==> config.mk <==
export PLATFORM = sky130hd
export DESIGN_NAME = sar_axis
export DESIGN_NICKNAME = d
export VERILOG_FILES = /design/src/include/sar_pkg.sv /design/src/sar_axis.sv /design/src/sar_sync.sv
export VERILOG_INCLUDE_DIRS = /design/src /design/src/include
export SDC_FILE = /design/constraint.sdc
export NUM_CORES = 1
export LEC_CHECK = 0
export ABC_AREA = 1
export BUFFER_PORTS_ARGS = -buffer_cell sky130_fd_sc_hd__buf_2
export CORE_UTILIZATION = 60
export CTS_CLUSTER_SIZE = 14
export DETAILED_ROUTE_END_ITERATION = 6
export PLACE_DENSITY = 0.85
export SKIP_CTS_REPAIR_TIMING = 1
export SLEW_MARGIN = 0
export SYNTH_ARGS = -nofsm -noshare
export SYNTH_HDL_FRONTEND = slang
export SYNTH_HIERARCHICAL = 1
export SYNTH_SLANG_ARGS = --single-unit
==> constraint.sdc <==
create_clock -name clk_sys_i -period 4.2 [get_ports clk_sys_i]
set_input_delay 0.84 -clock clk_sys_i [delete_from_list [all_inputs] [get_ports clk_sys_i]]
set_output_delay 0.84 -clock clk_sys_i [all_outputs]
set_load 0.005 [all_outputs]
==> src/include/sar_regs.svh <==
`ifndef SAR_REGS_SVH
`define SAR_REGS_SVH

// ----------------------------------------------------------------
// Bus addresses (A1, A0)
// ----------------------------------------------------------------
`define SAR_ADDR_CMD 2'h0
`define SAR_ADDR_LOW 2'h1
`define SAR_ADDR_MID 2'h2
`define SAR_ADDR_UPP 2'h3

// ----------------------------------------------------------------
// Command type in bits 7:6 of a command byte
// ----------------------------------------------------------------
`define SAR_CMD_START 2'h0
`define SAR_CMD_CTRL 2'h1
`define SAR_CMD_SEL 2'h2
`define SAR_CMD_OUT 2'h3

// ----------------------------------------------------------------
// Field positions
// ----------------------------------------------------------------
`define SAR_START_GO_BIT 0
`define SAR_START_INHIBIT_BIT 1
`define SAR_START_PRESET_BIT 2
`define SAR_START_STOP_BIT 3
`define SAR_START_RAMP_BIT 4
`define SAR_CTRL_SCURVE_BIT 5
`define SAR_SEL_EXT_BIT 3

// ----------------------------------------------------------------
// Register numbers
// ----------------------------------------------------------------
`define SAR_REG_PRESET 3'h0
`define SAR_REG_START_SPD 3'h1
`define SAR_REG_HIGH_SPD 3'h2
`define SAR_REG_RATE 3'h3
`define SAR_REG_MULT 3'h4
`define SAR_REG_RDOWN 3'h5
`define SAR_REG_IDLE 3'h6
`define SAR_REG_ENV 3'h7

// ----------------------------------------------------------------
// Reset values
// ----------------------------------------------------------------
`define SAR_RST_PRESET 24'h000000
`define SAR_RST_SPEED 13'h0001
`define SAR_RST_RATE 10'h002
`define SAR_RST_MULT 10'h002
`define SAR_RST_RDOWN 16'h0000
`define SAR_RST_IDLE 3'h0
`define SAR_RST_CMD 8'h00

// ----------------------------------------------------------------
// Timing and identity
// ----------------------------------------------------------------
`define SAR_PERIOD_BASE 14'h2000
// Identification value is arbitrary
`define SAR_CHIP_ID 8'h5a

`endif

==> src/include/sar_pkg.sv <==
package sar_pkg;

  typedef enum logic [1:0] {
    SAR_IDLE,
    SAR_WAIT_START,
    SAR_RUN
  } sar_run_t;

  typedef struct packed {
    sar_run_t run_st;
    logic [23:0] remain;
    logic [12:0] start_spd;
    logic [12:0] high_spd;
    logic [9:0] rate;
    logic [9:0] mult;
    logic [15:0] rdown;
    logic [2:0] idle;
    logic env;
    logic [7:0] cmd_start;
    logic [7:0] cmd_ctrl;
    logic [7:0] cmd_sel;
    logic [7:0] cmd_out;
    logic [12:0] cur_spd;
    logic [13:0] pulse_tmr;
    logic [10:0] ramp_tmr;
    logic [2:0] idle_left;
    logic wr_act;
    logic [1:0] wr_addr;
    logic [7:0] wr_data;
    logic start_prev;
    logic stop_flag;
    logic limit_flag;
    logic done_flag;
    logic [7:0] dout;
    logic doe_n;
    logic pulse;
    logic busy;
  } sar_state_t;

endpackage : sar_pkg

==> src/sar_axis.sv <==
`include "sar_regs.svh"

module sar_axis (
  input wire logic clk_sys_i,
  input wire logic rst_n_i,
  input wire logic cs_n_i,
  input wire logic rd_n_i,
  input wire logic wr_n_i,
  input wire logic [1:0] addr_i,
  input wire logic [7:0] data_i,
  input wire logic external_start_input_n_i,
  input wire logic external_stop_input_n_i,
  input wire logic end_limit_input_n_i,
  output logic [7:0] data_o,
  output logic data_oe_n_o,
  output logic pulse_o,
  output logic busy_o
);
  import sar_pkg::*;

  // ----------------------------------------------------------------
  // Pin synchronisers
  // ----------------------------------------------------------------
  logic [15:0] pins_raw;
  logic [15:0] pins_sy;

  assign pins_raw = {cs_n_i, rd_n_i, wr_n_i, addr_i, data_i,
                     external_start_input_n_i, external_stop_input_n_i,
                     end_limit_input_n_i};

  sar_sync #(.W(16)) u_sync (
    .clk_sys_i(clk_sys_i),
    .rst_n_i(rst_n_i),
    .async_i(pins_raw),
    .sync_o(pins_sy)
  );

  logic cs_act;
  logic rd_act;
  logic wr_act;
  logic [1:0] addr_sy;
  logic [7:0] din_sy;
  logic start_act;
  logic stop_act;
  logic limit_act;

  assign cs_act = ~pins_sy[15];
  assign rd_act = ~pins_sy[14] & cs_act;
  assign wr_act = ~pins_sy[13] & cs_act;
  assign addr_sy = pins_sy[12:11];
  assign din_sy = pins_sy[10:3];
  assign start_act = ~pins_sy[2];
  assign stop_act = ~pins_sy[1];
  assign limit_act = ~pins_sy[0];

  // ----------------------------------------------------------------
  // State
  // ----------------------------------------------------------------
  sar_state_t s_r;
  sar_state_t s_nxt;

  logic [2:0] sel;
  logic ext_mon;
  logic scurve;
  logic preset_mode;
  logic [23:0] reg_view;
  logic [23:0] reg_new;
  logic [10:0] ramp_load;
  logic [13:0] period_load;
  logic [12:0] target_spd;
  logic [7:0] primary_status_word;
  logic [7:0] secondary_status_word;
  logic [7:0] output_terminal_status_word;
  logic [7:0] rd_mux;

  assign sel = s_r.cmd_sel[2:0];
  assign ext_mon = s_r.cmd_sel[`SAR_SEL_EXT_BIT];
  assign scurve = s_r.cmd_ctrl[`SAR_CTRL_SCURVE_BIT];
  assign preset_mode = s_r.cmd_start[`SAR_START_PRESET_BIT];
  // Doubling the step interval doubles the whole ramp time
  assign ramp_load = scurve ? {s_r.rate, 1'b0} : {1'b0, s_r.rate};
  assign period_load = `SAR_PERIOD_BASE - {1'b0, s_r.cur_spd};
  // Ramp down once the pulses left reach the ramp-down point
  assign target_spd = (preset_mode && s_r.remain <= {8'h00, s_r.rdown}) ?
                      s_r.start_spd : s_r.high_spd;

  assign primary_status_word = {4'h0, s_r.done_flag, s_r.limit_flag, s_r.stop_flag, s_r.busy};
  assign secondary_status_word = {5'h0, start_act, limit_act, stop_act};
  assign output_terminal_status_word = {6'h0, s_r.busy, s_r.pulse};

  // ----------------------------------------------------------------
  // Register view for byte writes and reads
  // ----------------------------------------------------------------
  always_comb begin
    case (sel)
      `SAR_REG_PRESET: reg_view = s_r.remain;
      `SAR_REG_START_SPD: reg_view = {11'h000, s_r.start_spd};
      `SAR_REG_HIGH_SPD: reg_view = {11'h000, s_r.high_spd};
      `SAR_REG_RATE: reg_view = {14'h0000, s_r.rate};
      `SAR_REG_MULT: reg_view = {14'h0000, s_r.mult};
      `SAR_REG_RDOWN: reg_view = {8'h00, s_r.rdown};
      `SAR_REG_IDLE: reg_view = {21'h000000, s_r.idle};
      default: reg_view = {23'h000000, s_r.env};
    endcase
  end

  always_comb begin
    reg_new = reg_view;
    case (s_r.wr_addr)
      `SAR_ADDR_LOW: reg_new[7:0] = s_r.wr_data;
      `SAR_ADDR_MID: reg_new[15:8] = s_r.wr_data;
      `SAR_ADDR_UPP: reg_new[23:16] = s_r.wr_data;
      default: reg_new = reg_view;
    endcase
  end

  // ----------------------------------------------------------------
  // Read monitor
  // ----------------------------------------------------------------
  always_comb begin
    rd_mux = primary_status_word;
    if (addr_sy != `SAR_ADDR_CMD) begin
      if (sel == `SAR_REG_PRESET) begin
        case (addr_sy)
          `SAR_ADDR_LOW: rd_mux = s_r.remain[7:0];
          `SAR_ADDR_MID: rd_mux = s_r.remain[15:8];
          default: rd_mux = s_r.remain[23:16];
        endcase
      end else if (!ext_mon) begin
        rd_mux = (addr_sy == `SAR_ADDR_LOW) ? secondary_status_word : 8'h00;
      end else begin
        case (sel)
          `SAR_REG_ENV: begin
            case (addr_sy)
              `SAR_ADDR_LOW: rd_mux = secondary_status_word;
              `SAR_ADDR_MID: rd_mux = output_terminal_status_word;
              default: rd_mux = `SAR_CHIP_ID;
            endcase
          end
          `SAR_REG_IDLE: begin
            case (addr_sy)
              `SAR_ADDR_LOW: rd_mux = {5'h00, s_r.idle};
              `SAR_ADDR_MID: rd_mux = s_r.cur_spd[7:0];
              default: rd_mux = {3'h0, s_r.cur_spd[12:8]};
            endcase
          end
          default: begin
            case (addr_sy)
              `SAR_ADDR_LOW: rd_mux = reg_view[7:0];
              `SAR_ADDR_MID: rd_mux = reg_view[15:8];
              default: begin
                case (sel)
                  `SAR_REG_START_SPD: rd_mux = s_r.cmd_start;
                  `SAR_REG_HIGH_SPD: rd_mux = s_r.cmd_ctrl;
                  `SAR_REG_RATE: rd_mux = s_r.cmd_sel;
                  `SAR_REG_MULT: rd_mux = s_r.cmd_out;
                  default: rd_mux = {7'h00, s_r.env};
                endcase
              end
            endcase
          end
        endcase
      end
    end
  end

  // ----------------------------------------------------------------
  // Next state
  // ----------------------------------------------------------------
  always_comb begin
    s_nxt = s_r;
    s_nxt.pulse = 1'b0;
    s_nxt.start_prev = start_act;
    s_nxt.doe_n = ~rd_act;
    s_nxt.dout = rd_act ? rd_mux : 8'h00;

    // Capture while the strobe is low, commit on its release
    s_nxt.wr_act = wr_act;
    if (wr_act) begin
      s_nxt.wr_addr = addr_sy;
      s_nxt.wr_data = din_sy;
    end

    // Motion sequencer
    case (s_r.run_st)
      SAR_IDLE: begin
        s_nxt.busy = 1'b0;
      end
      SAR_WAIT_START: begin
        s_nxt.busy = 1'b0;
        if (stop_act || limit_act) begin
          s_nxt.run_st = SAR_IDLE;
          s_nxt.stop_flag = stop_act;
          s_nxt.limit_flag = limit_act;
        end else if (start_act && !s_r.start_prev) begin
          s_nxt.run_st = SAR_RUN;
          s_nxt.busy = 1'b1;
        end
      end
      SAR_RUN: begin
        if (stop_act || limit_act) begin
          s_nxt.run_st = SAR_IDLE;
          s_nxt.busy = 1'b0;
          s_nxt.stop_flag = stop_act;
          s_nxt.limit_flag = limit_act;
        end else begin
          if (s_r.pulse_tmr <= 14'h0001) begin
            s_nxt.pulse = 1'b1;
            s_nxt.pulse_tmr = period_load;
            if (s_r.idle_left != 3'h0) begin
              s_nxt.idle_left = s_r.idle_left - 3'h1;
            end else if (preset_mode) begin
              s_nxt.remain = s_r.remain - 24'h000001;
              if (s_r.remain <= 24'h000001) begin
                s_nxt.run_st = SAR_IDLE;
                s_nxt.busy = 1'b0;
                s_nxt.done_flag = 1'b1;
              end
            end
          end else begin
            s_nxt.pulse_tmr = s_r.pulse_tmr - 14'h0001;
          end
          // With ramping on, idle pulses run at start speed, ramping begins after them
          if (s_r.idle_left == 3'h0 && s_r.cmd_start[`SAR_START_RAMP_BIT]) begin
            if (s_r.ramp_tmr <= 11'h001) begin
              s_nxt.ramp_tmr = ramp_load;
              if (s_r.cur_spd < target_spd) begin
                s_nxt.cur_spd = s_r.cur_spd + 13'h0001;
              end else if (s_r.cur_spd > target_spd) begin
                s_nxt.cur_spd = s_r.cur_spd - 13'h0001;
              end
            end else begin
              s_nxt.ramp_tmr = s_r.ramp_tmr - 11'h001;
            end
          end else if (!s_r.cmd_start[`SAR_START_RAMP_BIT]) begin
            s_nxt.cur_spd = s_r.high_spd;
          end
        end
      end
      default: begin
        s_nxt.run_st = SAR_IDLE;
        s_nxt.busy = 1'b0;
      end
    endcase

    // Write commit
    if (s_r.wr_act && !wr_act) begin
      if (s_r.wr_addr == `SAR_ADDR_CMD) begin
        case (s_r.wr_data[7:6])
          `SAR_CMD_START: begin
            s_nxt.cmd_start = s_r.wr_data;
            if (s_r.wr_data[`SAR_START_STOP_BIT]) begin
              s_nxt.run_st = SAR_IDLE;
              s_nxt.busy = 1'b0;
            end else if (s_r.wr_data[`SAR_START_GO_BIT] && s_r.run_st == SAR_IDLE) begin
              // No prior reset command is required
              s_nxt.stop_flag = 1'b0;
              s_nxt.limit_flag = 1'b0;
              s_nxt.done_flag = 1'b0;
              s_nxt.cur_spd = s_r.start_spd;
              s_nxt.idle_left = s_r.idle;
              s_nxt.pulse_tmr = `SAR_PERIOD_BASE - {1'b0, s_r.start_spd};
              s_nxt.ramp_tmr = ramp_load;
              if (stop_act || limit_act) begin
                s_nxt.stop_flag = stop_act;
                s_nxt.limit_flag = limit_act;
              end else if (s_r.wr_data[`SAR_START_INHIBIT_BIT]) begin
                s_nxt.run_st = SAR_WAIT_START;
              end else begin
                s_nxt.run_st = SAR_RUN;
                s_nxt.busy = 1'b1;
              end
            end
          end
          `SAR_CMD_CTRL: s_nxt.cmd_ctrl = s_r.wr_data;
          `SAR_CMD_SEL: s_nxt.cmd_sel = s_r.wr_data;
          default: s_nxt.cmd_out = s_r.wr_data;
        endcase
      end else begin
        case (sel)
          `SAR_REG_PRESET: s_nxt.remain = reg_new;
          `SAR_REG_START_SPD: s_nxt.start_spd = reg_new[12:0];
          `SAR_REG_HIGH_SPD: s_nxt.high_spd = reg_new[12:0];
          `SAR_REG_RATE: s_nxt.rate = reg_new[9:0];
          `SAR_REG_MULT: s_nxt.mult = reg_new[9:0];
          `SAR_REG_RDOWN: s_nxt.rdown = reg_new[15:0];
          `SAR_REG_IDLE: s_nxt.idle = reg_new[2:0];
          default: s_nxt.env = reg_new[0];
        endcase
      end
    end
  end

  // ----------------------------------------------------------------
  // State register
  // ----------------------------------------------------------------
  always_ff @(posedge clk_sys_i or negedge rst_n_i) begin
    if (!rst_n_i) begin
      s_r <= '0;
      s_r.run_st <= SAR_IDLE;
      s_r.remain <= `SAR_RST_PRESET;
      s_r.start_spd <= `SAR_RST_SPEED;
      s_r.high_spd <= `SAR_RST_SPEED;
      s_r.rate <= `SAR_RST_RATE;
      s_r.mult <= `SAR_RST_MULT;
      s_r.rdown <= `SAR_RST_RDOWN;
      s_r.idle <= `SAR_RST_IDLE;
      s_r.cmd_start <= `SAR_RST_CMD;
      s_r.cmd_ctrl <= `SAR_RST_CMD;
      s_r.cmd_sel <= `SAR_RST_CMD;
      s_r.cmd_out <= `SAR_RST_CMD;
      s_r.doe_n <= 1'b1;
    end else begin
      s_r <= s_nxt;
    end
  end

  assign data_o = s_r.dout;
  assign data_oe_n_o = s_r.doe_n;
  assign pulse_o = s_r.pulse;
  assign busy_o = s_r.busy;

endmodule : sar_axis

==> src/sar_sync.sv <==
module sar_sync #(
  parameter int W = 1
) (
  input wire logic clk_sys_i,
  input wire logic rst_n_i,
  input wire logic [W-1:0] async_i,
  output logic [W-1:0] sync_o
);

  typedef struct packed {
    logic [W-1:0] meta;
    logic [W-1:0] stable;
  } sar_sync_t;

  sar_sync_t s_r;
  sar_sync_t s_nxt;

  // Inputs idle high, so reset to ones avoids a false strobe at release
  always_comb begin
    s_nxt = s_r;
    s_nxt.meta = async_i;
    s_nxt.stable = s_r.meta;
  end

  always_ff @(posedge clk_sys_i or negedge rst_n_i) begin
    if (!rst_n_i) begin
      s_r <= '1;
    end else begin
      s_r <= s_nxt;
    end
  end

  assign sync_o = s_r.stable;

endmodule : sar_sync
# Word level (Yosys, flattened, before mapping)
# Index checks and enable logic that the tools add are counted.
[word_totals] elab_cells=197 output_inout_bits=11 inputBits=18 regBits=223
[op_classes] n_addsub=8 order_cmp=6 muxes=94 reduce_logical=29 bitwise=12 n_eq_ne=17
[op_table] operator="41-bit 2-to-1 mux" count=5
[op_table] operator="24-bit one-hot mux with 7 select lines" count=1
[op_table] operator="165-bit 2-to-1 mux" count=1
[op_table] operator="13-bit 2-to-1 mux" count=8
[op_table] operator="90-bit 2-to-1 mux" count=1
[op_table] operator="8-bit 2-to-1 mux" count=11
[op_table] operator="26-bit 2-to-1 mux" count=3
[op_table] operator="73-bit 2-to-1 mux" count=1
[op_table] operator="24-bit 2-to-1 mux" count=3
[op_table] operator="8-bit one-hot mux with 2 select lines" count=4
[op_table] operator="11-bit 2-to-1 mux" count=3
[op_table] operator="3-bit AND reduction" count=11
[op_table] operator="8-bit one-hot mux with 4 select lines" count=1
[op_table] operator="2-bit 2-to-1 mux" count=14
[op_table] operator="14-bit by 13-bit subtractor with 14-bit output (first input constant)" count=2
[op_table] operator="3-bit 2-to-1 mux" count=9
[op_table] operator="24-bit by 1-bit <= comparator with 1-bit output (second input constant)" count=1
[op_table] operator="24-bit by 16-bit <= comparator with 1-bit output" count=1
[op_table] operator="24-bit by 1-bit subtractor with 24-bit output (second input constant)" count=1
[op_table] operator="1-bit 2-to-1 mux" count=22
[op_table] operator="10-bit 2-to-1 mux" count=2
[op_table] operator="16-bit 2-to-1 mux" count=1
[op_table] operator="14-bit by 1-bit <= comparator with 1-bit output (second input constant)" count=1
[op_table] operator="14-bit 2-to-1 mux" count=1
[op_table] operator="other kinds (29)" count=58

# Logic depth before layout (Yosys ltp)
# Gate-level depths: netlist of run 1.
[logic_depth] depth_word=15 depth_mapped=26 ltp_nobuf=25

# By module
# The synthesis of run 1 kept the hierarchy.
[by_module_without_submodules] mod="sar_axis" cells_per_inst=1900 area_per_inst_um2=13171.4 seq_area_each_um2=4785.8 instances=1
[by_module_without_submodules] mod="sar_sync" cells_per_inst=32 area_per_inst_um2=840.8 seq_area_each_um2=840.8 instances=1

# Worst setup path before layout of run 1
# OpenSTA, ideal clock, no wires.
[synth_timing] path_type="register to register" start="register s_r[180] in the netlist's numbering" end="register s_r[61] in the netlist's numbering" setup_ps=77 period_less_slack_ps=3314 arrival_time_ps=3236 path_slack_ps=886 n_path_buf=2 required_ps=4123 path_stages_with_launch=25 path_cell_list="dfrtp_1 ha_1 nand2_1 inv_1 nand3_1 nor3_1 a21boi_0 o21ai_0 nand2_1 clkbuf_1 o21ai_0 ha_1 nand2_1 nor2_4 inv_1 nor2_2 nand2_2 nand2_4 buf_6 nand3_1 nand2_1 nand2_1 nand3_1 nand2_1 a21oi_1"
[synth_lines] item="from (decl)" line_no="sar_axis.sv:59" rtl="sar_state_t s_r;"
[synth_lines] item="from (signal assigned)" line_no="sar_axis.sv:314" rtl="s_r <= s_nxt;"

==> results of run 1 <==
==> state kept, by name, indices dropped and copies added (netlist names) <==
signal               flops
busy_o                   1
data_o                   8
data_oe_n_o              1
ext_mon                  1
preset_mode              1
primary_status_word      3
pulse_o                  1
s_r                    175
u_sync/s_nxt            16
u_sync/sync_o           16
==> cells in the mapped netlist, types with 9 or more instances <==
library cell / count
a21oi_1: 124
a22oi_1: 10
a31oi_1: 9
buf_2: 23
buf_4: 9
clkbuf_1: 38
dfrtp_1: 186
dfstp_2: 37
ha_1: 47
inv_1: 208
inv_2: 15
nand2_1: 496
nand3_1: 105
nand4_1: 19
nor2_1: 172
nor3_1: 24
o21ai_0: 226
o21ai_1: 29
o22ai_1: 15
xor2_1: 26
==> power by group through the flow <==
stage | Sequential (mW) | Combinational (mW) | Clock, mW
detailed placement | 3.42 | 4.62 | 0
global placement | 3.40 | 4.55 | 0
finish | 3.45 | 4.84 | 2.55
floorplan | 3.08 | 3.43 | 0
CTS | 3.40 | 4.66 | 2.56
global route | 3.48 | 5.34 | 2.63
==> logic make-up after synthesis <==
| group | synth area share (%) |
|---|---|
| simple gates | 26.83 |
| xor+xnor | 1.938 |
| compound gates | 17.96 |
| flops | 40.16 |
| buf+inv | 8.920 |
| fa+ha+maj | 4.197 |
==> final cells by class <==
| class | count | area [um^2] | share of cell area [%] |
|---|---|---|---|
| multi-input cells | 1404 | 7153 | 46.82 |
| clock inverters | 12 | 203.9 | 1.335 |
| clock buffers | 34 | 764.5 | 5.004 |
| well taps | 313 | 391.6 | 2.563 |
| repair buffers | 42 | 280.3 | 1.835 |
| flip-flops and latches | 223 | 5627 | 36.83 |
| inverters | 227 | 857.1 | 5.610 |
==> stage by stage <==
step	setup TNS (ps)	util, %
after floorplan	0	-
after global placement	0	62.74
after CTS	0	66.99
final	0	67.07
after global routing	-146.2	67.07
after detailed placement	0	62.74
==> worst register-to-register path, delay by kind of cell (launching register included) <==
| family | cells | cell delay (ps) |
|---|---|---|
| AOI/OAI and AO/OA | 7 | 1120 |
| adders and majority gates | 2 | 620 |
| buffers and inverters | 1 | 230 |
| DFF | 1 | 440 |
| and+or+nand+nor | 13 | 1520 |
==> metal layers <==
| layer | wire length, um | track usage (%) |
|---|---|---|
| met1 | 18710 | 53.59 |
| met2 | 21330 | 63.59 |
| met3 | 5309 | 9.891 |
| met4 | 3326 | 25.65 |
| met5 | 0 | 0 |
==> cells in the final DEF (no fill, tap or decap), drive strengths merged, types with 2 or more instances in the layout <==
| cell type | n |
|---|---|
| a211oi | 7 |
| a21boi | 2 |
| a21oi | 129 |
| a22oi | 10 |
| a31oi | 9 |
| buf | 42 |
| bufinv | 5 |
| clkbuf | 34 |
| clkinv | 5 |
| dfrtp | 186 |
| dfstp | 37 |
| ha | 47 |
| inv | 228 |
| nand2 | 507 |
| nand3 | 111 |
| nand3b | 2 |
| nand4 | 20 |
| nor2 | 188 |
| nor3 | 31 |
| nor4 | 7 |
| o211ai | 8 |
| o21a | 3 |
| o21ai | 262 |
| o22ai | 21 |
| o31ai | 2 |
| xnor2 | 5 |
| xor2 | 26 |
==> how the worst max path moves through the flow <==
stage / endpoint / slack (ps) / startpoint / cells after the start
global placement: s_r[61] / 390 / s_r[170] / 24
CTS: s_r[61] / 280 / s_r[180] / 24
global route: s_r[60] / -40 / s_r[170] / 23
finish: s_r[60] / 200 / s_r[170] / 23
floorplan: s_r[61] / 890 / s_r[180] / 24
detailed placement: s_r[61] / 300 / s_r[170] / 24
==> impl_metrics.env, run 1 <==
export IMPL_io_pins=29
export IMPL_port_buffers=28
export IMPL_dp_cells=2209
export IMPL_ys_seq_elements=223
export IMPL_crit_fanout=17
export IMPL_path_cells="ha_1 > a21oi_1 > nor2_1 > a211oi_1 > a21boi_0 > o21ai_1 > nand2_2 > buf_4 > nand2_1 > o21ai_0 > ha_1 > nand2_1 > nor2_1 > nand2_1 > nand3_1 > nand2_2 > nand2_4 > nand2_1 > nand2_1 > a21oi_1 > nand2_1 > nand2_1 > a21oi_1"
export IMPL_yosys_area_top_type="dfrtp_1"
export IMPL_wirelength_mm=48.68
export IMPL_maxSlewViolCount=0
export IMPL_finalHoldViolCount=0
export IMPL_nFillCells=1902
export IMPL_hpwl_mm=34.92
export IMPL_leakage_nw=7.025
export IMPL_pwr_share_seq_pct=31.8
export IMPL_startpoint_type="flop"
export IMPL_via_per_inst=6.148
export IMPL_synthCells=1932
export IMPL_status="finished, final reports clean"
export IMPL_fin_crit_ps=3996
export IMPL_rows=55
export IMPL_path_delay_family="simple AND/OR/NAND/NOR gates"
export IMPL_fp_dieW_um=154.8
export IMPL_synth_top_flop_cell="dfrtp_1"
export IMPL_critical_path_arrival_ps=4440
export IMPL_stdcell_count=2255
export IMPL_ys_seq_area_share_pct=40.16
export IMPL_place_gp_congestion=1.054
export IMPL_cts_path_max_buffers=3
export IMPL_antenna_cells=0
export IMPL_initial_utilization_pct=61.52
export IMPL_rr_worst_depth=23
export IMPL_grt_max_degree=91
export IMPL_criticalPathCategory="reg -> reg"
export IMPL_synth_area_um2=14010
export IMPL_holdWs_ps=324.5
export IMPL_worstMarginPinSlew_ps=1144
export IMPL_post_place_ws_ps=297.6
export IMPL_initialDrtViolationCount=1748
export IMPL_cp_common_cell="nand2_1"
export IMPL_switching_share_pct=47.13
export IMPL_fin_crit_sh_pct=95.14
export IMPL_die_h_um=154.8
export IMPL_numCtsBuffers=25
export IMPL_fin_area_um2=15280
export IMPL_fmax_ghz=0.2502
export IMPL_htreeDepth=1
export IMPL_grt_pass1_wl_mm=75.30
export IMPL_drive_gt1_share_pct=10.50
export IMPL_grt_pass1_vias=13190
export IMPL_antenna_found_initial=0
export IMPL_p_int_mw=5.734
export IMPL_synth_cell_type_count=55
export IMPL_firstDrtPassIters=6
export IMPL_wl_per_cell_um=21.59
export IMPL_cts_root_buf="clkbuf_16"
export IMPL_finalPower_mw=10.85
export IMPL_ir_drop_uv=486.0
export IMPL_required_ps=4650
export IMPL_crit_slowest_cell="dfrtp_1"
export IMPL_drc=0
export IMPL_worstSetupEndpointType="flop"
export IMPL_area_growth_pct=9.028
export IMPL_p_sw_mw=5.111
export IMPL_clock_latency_ps=550
export IMPL_finalSetupViolCount=0
export IMPL_yosysTopAreaCellShare_pct=33.22
export IMPL_clock_sinks=223
export IMPL_gr_total_overflow=0
export IMPL_coreArea_um2=22780
export IMPL_final_net_count=1988
export IMPL_synth_warnings=6
export IMPL_vias=13860
export IMPL_p_clk_share_pct=23.5
export IMPL_cts_clk_slew_worst_paths_ps=70
export IMPL_grt_usage_pct=41.60
export IMPL_cap_viol_max_count=0
export IMPL_r2r_end="s_r[60]"
export IMPL_p_comb_share_pct=44.7
export IMPL_dpl_cell_area_um2=14290
export IMPL_hp_class="in -> async"
export IMPL_ff2ff_setup_slack_ps=200
export IMPL_synth_area_leaders="dfrtp_1 33%, nand2_1 13%, o21ai_0 8.1%"
export IMPL_fin_worst_skew_ps=26.24
export IMPL_synthesis_nets=1997
export IMPL_crit_buf_inv=1
export IMPL_dieArea_um2=23970
export IMPL_power_density_nw_per_um2=709.9
export IMPL_max_slew_margin_pct=23.42
export IMPL_slowest_delay_ps=440
export IMPL_syn_avg_cell_area_um2=7.253
export IMPL_cts_tree="yes"
export IMPL_timing_final_ws_setup_ps=203.9
export IMPL_rr_startpoint="s_r[170]"
export IMPL_async_reset_ff_share_pct=100.0
export IMPL_synth_edf_count=0
export IMPL_antenna_left=0
Power figures use the tool's default switching activity.
==> run 2: changes to the inputs <==
- ABC_AREA: 1 -> unset
- CORE_UTILIZATION: 60 -> 50
- PLACE_DENSITY: 0.85 -> 0.74
==> impl_metrics.env, run 2 <==
export IMPL_status="finished, final reports clean"
export IMPL_area_growth_pct=13.85
export IMPL_yosysTopAreaCellShare_pct=33.41
export IMPL_crit_slowest_cell="or4_4"
export IMPL_synthCells=1492
export IMPL_startpoint_type="flop"
export IMPL_htreeDepth=1
export IMPL_slowest_delay_ps=590
export IMPL_synth_area_leaders="dfrtp_1 33%, mux2_2 8.9%, dfstp_2 7.0%"
export IMPL_criticalPathCategory="reg -> reg"
export IMPL_grt_max_degree=113
export IMPL_rsz0062_at_grt="true"
export IMPL_port_buffers=28
export IMPL_fp_dieW_um=168.9
export IMPL_maxSlewViolCount=0
export IMPL_wl_per_cell_um=23.67
export IMPL_clock_latency_ps=560
export IMPL_hpwl_mm=32.49
export IMPL_finalSetupViolCount=0
export IMPL_via_per_inst=6.570
export IMPL_path_cells="inv_1 > ha_1 > nand4_1 > or4_4 > buf_4 > buf_4 > nand2_1 > a31oi_1 > a311oi_1 > ha_1 > and4_1 > a2111oi_2 > buf_4 > o31a_1 > buf_6 > buf_4 > a211oi_1 > a21oi_1 > a31oi_1"
export IMPL_antenna_found_initial=2
export IMPL_async_reset_ff_share_pct=100.0
export IMPL_ys_seq_elements=223
export IMPL_place_gp_congestion=1.027
export IMPL_synth_edf_count=0
export IMPL_required_ps=4650
export IMPL_syn_avg_cell_area_um2=9.339
export IMPL_cts_root_buf="clkbuf_16"
export IMPL_r2r_end="s_r[61]"
export IMPL_coreArea_um2=27180
export IMPL_grt_pass1_wl_mm=70.55
export IMPL_dieArea_um2=28540
export IMPL_cts_clk_slew_worst_paths_ps=70
export IMPL_vias=12660
export IMPL_top_register="s_r"
export IMPL_worstMarginPinSlew_ps=1004
export IMPL_ff2ff_setup_slack_ps=50
export IMPL_power_density_nw_per_um2=723.3
export IMPL_path_delay_family="compound AO/OA/AOI/OAI gates"
export IMPL_setup_worst_path_start="s_r[105]"
export IMPL_holdWs_ps=354.4
export IMPL_final_net_count=1600
export IMPL_crit_fanout=9
export IMPL_antenna_left=0
export IMPL_cp_depth=19
export IMPL_rr_startpoint="s_r[105]"
export IMPL_worstSetupEndpointType="flop"
export IMPL_wirelength_mm=45.61
export IMPL_yosys_area_top_type="dfrtp_1"
export IMPL_rows=60
export IMPL_setup_tns_ps=0
export IMPL_cts_tree="yes"
export IMPL_synth_most_common_cell="dfrtp_1"
export IMPL_final_common_cell="dfrtp_1"
export IMPL_grt_pass1_vias=12120
export IMPL_finalPower_mw=11.47
export IMPL_cts_path_max_buffers=3
export IMPL_critical_path_arrival_ps=4600
export IMPL_fin_crit_ps=4151
export IMPL_hp_class="reg -> reg"
export IMPL_drc=0
export IMPL_dpl_cell_area_um2=14850
export IMPL_synth_top_flop_cell="dfrtp_1"
export IMPL_leakage_nw=6.758
export IMPL_fin_crit_sh_pct=98.83
export IMPL_initial_utilization_pct=51.27
export IMPL_io_pins=29
export IMPL_die_h_um=168.9
export IMPL_fmax_ghz=0.2409
export IMPL_finalHoldViolCount=0
export IMPL_synthesis_nets=1557
export IMPL_cp_common_cell="buf_4"
export IMPL_fin_worst_skew_ps=22.89
export IMPL_initialDrtViolationCount=1478
export IMPL_synthTopCellsByCount="186 x dfrtp_1, 117 x nor2_1, 110 x mux2_2, 107 x nand2_1, 90 x clkbuf_1"
export IMPL_endpoint="s_r[61]"
export IMPL_crit_buf_inv=6
export IMPL_synth_warnings=6
export IMPL_numCtsBuffers=25
export IMPL_ir_drop_uv=566.8
export IMPL_synth_cell_type_count=76
export IMPL_ys_seq_area_share_pct=40.38
export IMPL_stdcell_count=1927
export IMPL_clock_sinks=223
export IMPL_firstDrtPassIters=6
export IMPL_cap_viol_max_count=0
export IMPL_nFillCells=2388
export IMPL_synth_area_um2=13930
export IMPL_drive_gt1_share_pct=23.94
export IMPL_grt_usage_pct=32.23
export IMPL_mostFrequentLayoutCells="185 x dfrtp_1, 117 x nor2_1, 110 x mux2_2"
export IMPL_gr_total_overflow=0
export IMPL_fin_area_um2=15860
export IMPL_rr_worst_depth=19
export IMPL_dp_cells=1874
export IMPL_largest_register_ffs=175
export IMPL_max_slew_margin_pct=33.04
-- run 2: worst min path at each step --
stage / from / cells past startpoint / to
finish: u_sync/s_nxt[10] / 0 / u_sync/sync_o[10]
global route: u_sync/s_nxt[10] / 0 / u_sync/sync_o[10]
CTS: u_sync/s_nxt[2] / 0 / u_sync/sync_o[2]
detailed placement: u_sync/s_nxt[2] / 0 / u_sync/sync_o[2]
global placement: u_sync/s_nxt[15] / 0 / u_sync/sync_o[15]
floorplan: u_sync/s_nxt[0] / 0 / u_sync/sync_o[0]
-- run 2: cell type report --
cell class,instances,area (um^2),area share (%)
antenna,1,2.502,0.01578
clock buffer,35,723.2,4.559
clock inverter,11,133.9,0.8440
inverter,53,198.9,1.254
multi-input combinational,1095,7726,48.71
sequential,223,5628,35.48
tap,372,465.4,2.934
timing repair buffer,137,984.7,6.208
-- run 2: metal layers --
metal / global-route usage, % / wire length, um / vias to the layer above
met5: 0 / 0 / -
met1: 42.29 / 18240 / 6114
met3: 6.453 / 4342 / 181
met2: 50.88 / 20510 / 750
li1: - / - / 5616
met4: 15.89 / 2517 / 0
-- run 2: cells by family (layout without fill, tap and decap cells) --
logic type                 after synthesis  in the layout  synth area share [%]
and+or+nand+nor                        453            453                 16.10
AOI/OAI and AO/OA                      406            406                 19.83
DFF                                    223            223                 40.38
buffers and inverters                  174            236                 5.020
muxes                                  146            146                 11.75
adders and majority gates               47             47                 4.221
xor gates and xnor gates                43             43                 2.703
other                                    0              1                     0
-- run 2: per-stage QoR --
stage | setup WS, ps | utilization, %
floorplan | 56.37 | -
global placement | -47.03 | 54.64
detailed placement | -102.6 | 54.64
CTS | -122.0 | 57.79
global route | -51.27 | 58.36
finish | 48.98 | 58.37
-- run 2: worst register-to-register path: cells and delay by family, from the launching register on --
family,cells,cell delay (ps)
flops,1,390
fa+ha+maj,2,500
buf+inv,6,820
compound gates,7,1350
simple gates,4,970
-- run 2: where the power goes --
group	internal [mW]	switching, mW	leakage (nW)
Clock	1.33	0.945	0.410
Sequential	2.71	0.876	2.83
Combinational	2.35	3.25	3.51
Total	6.40	5.08	6.76
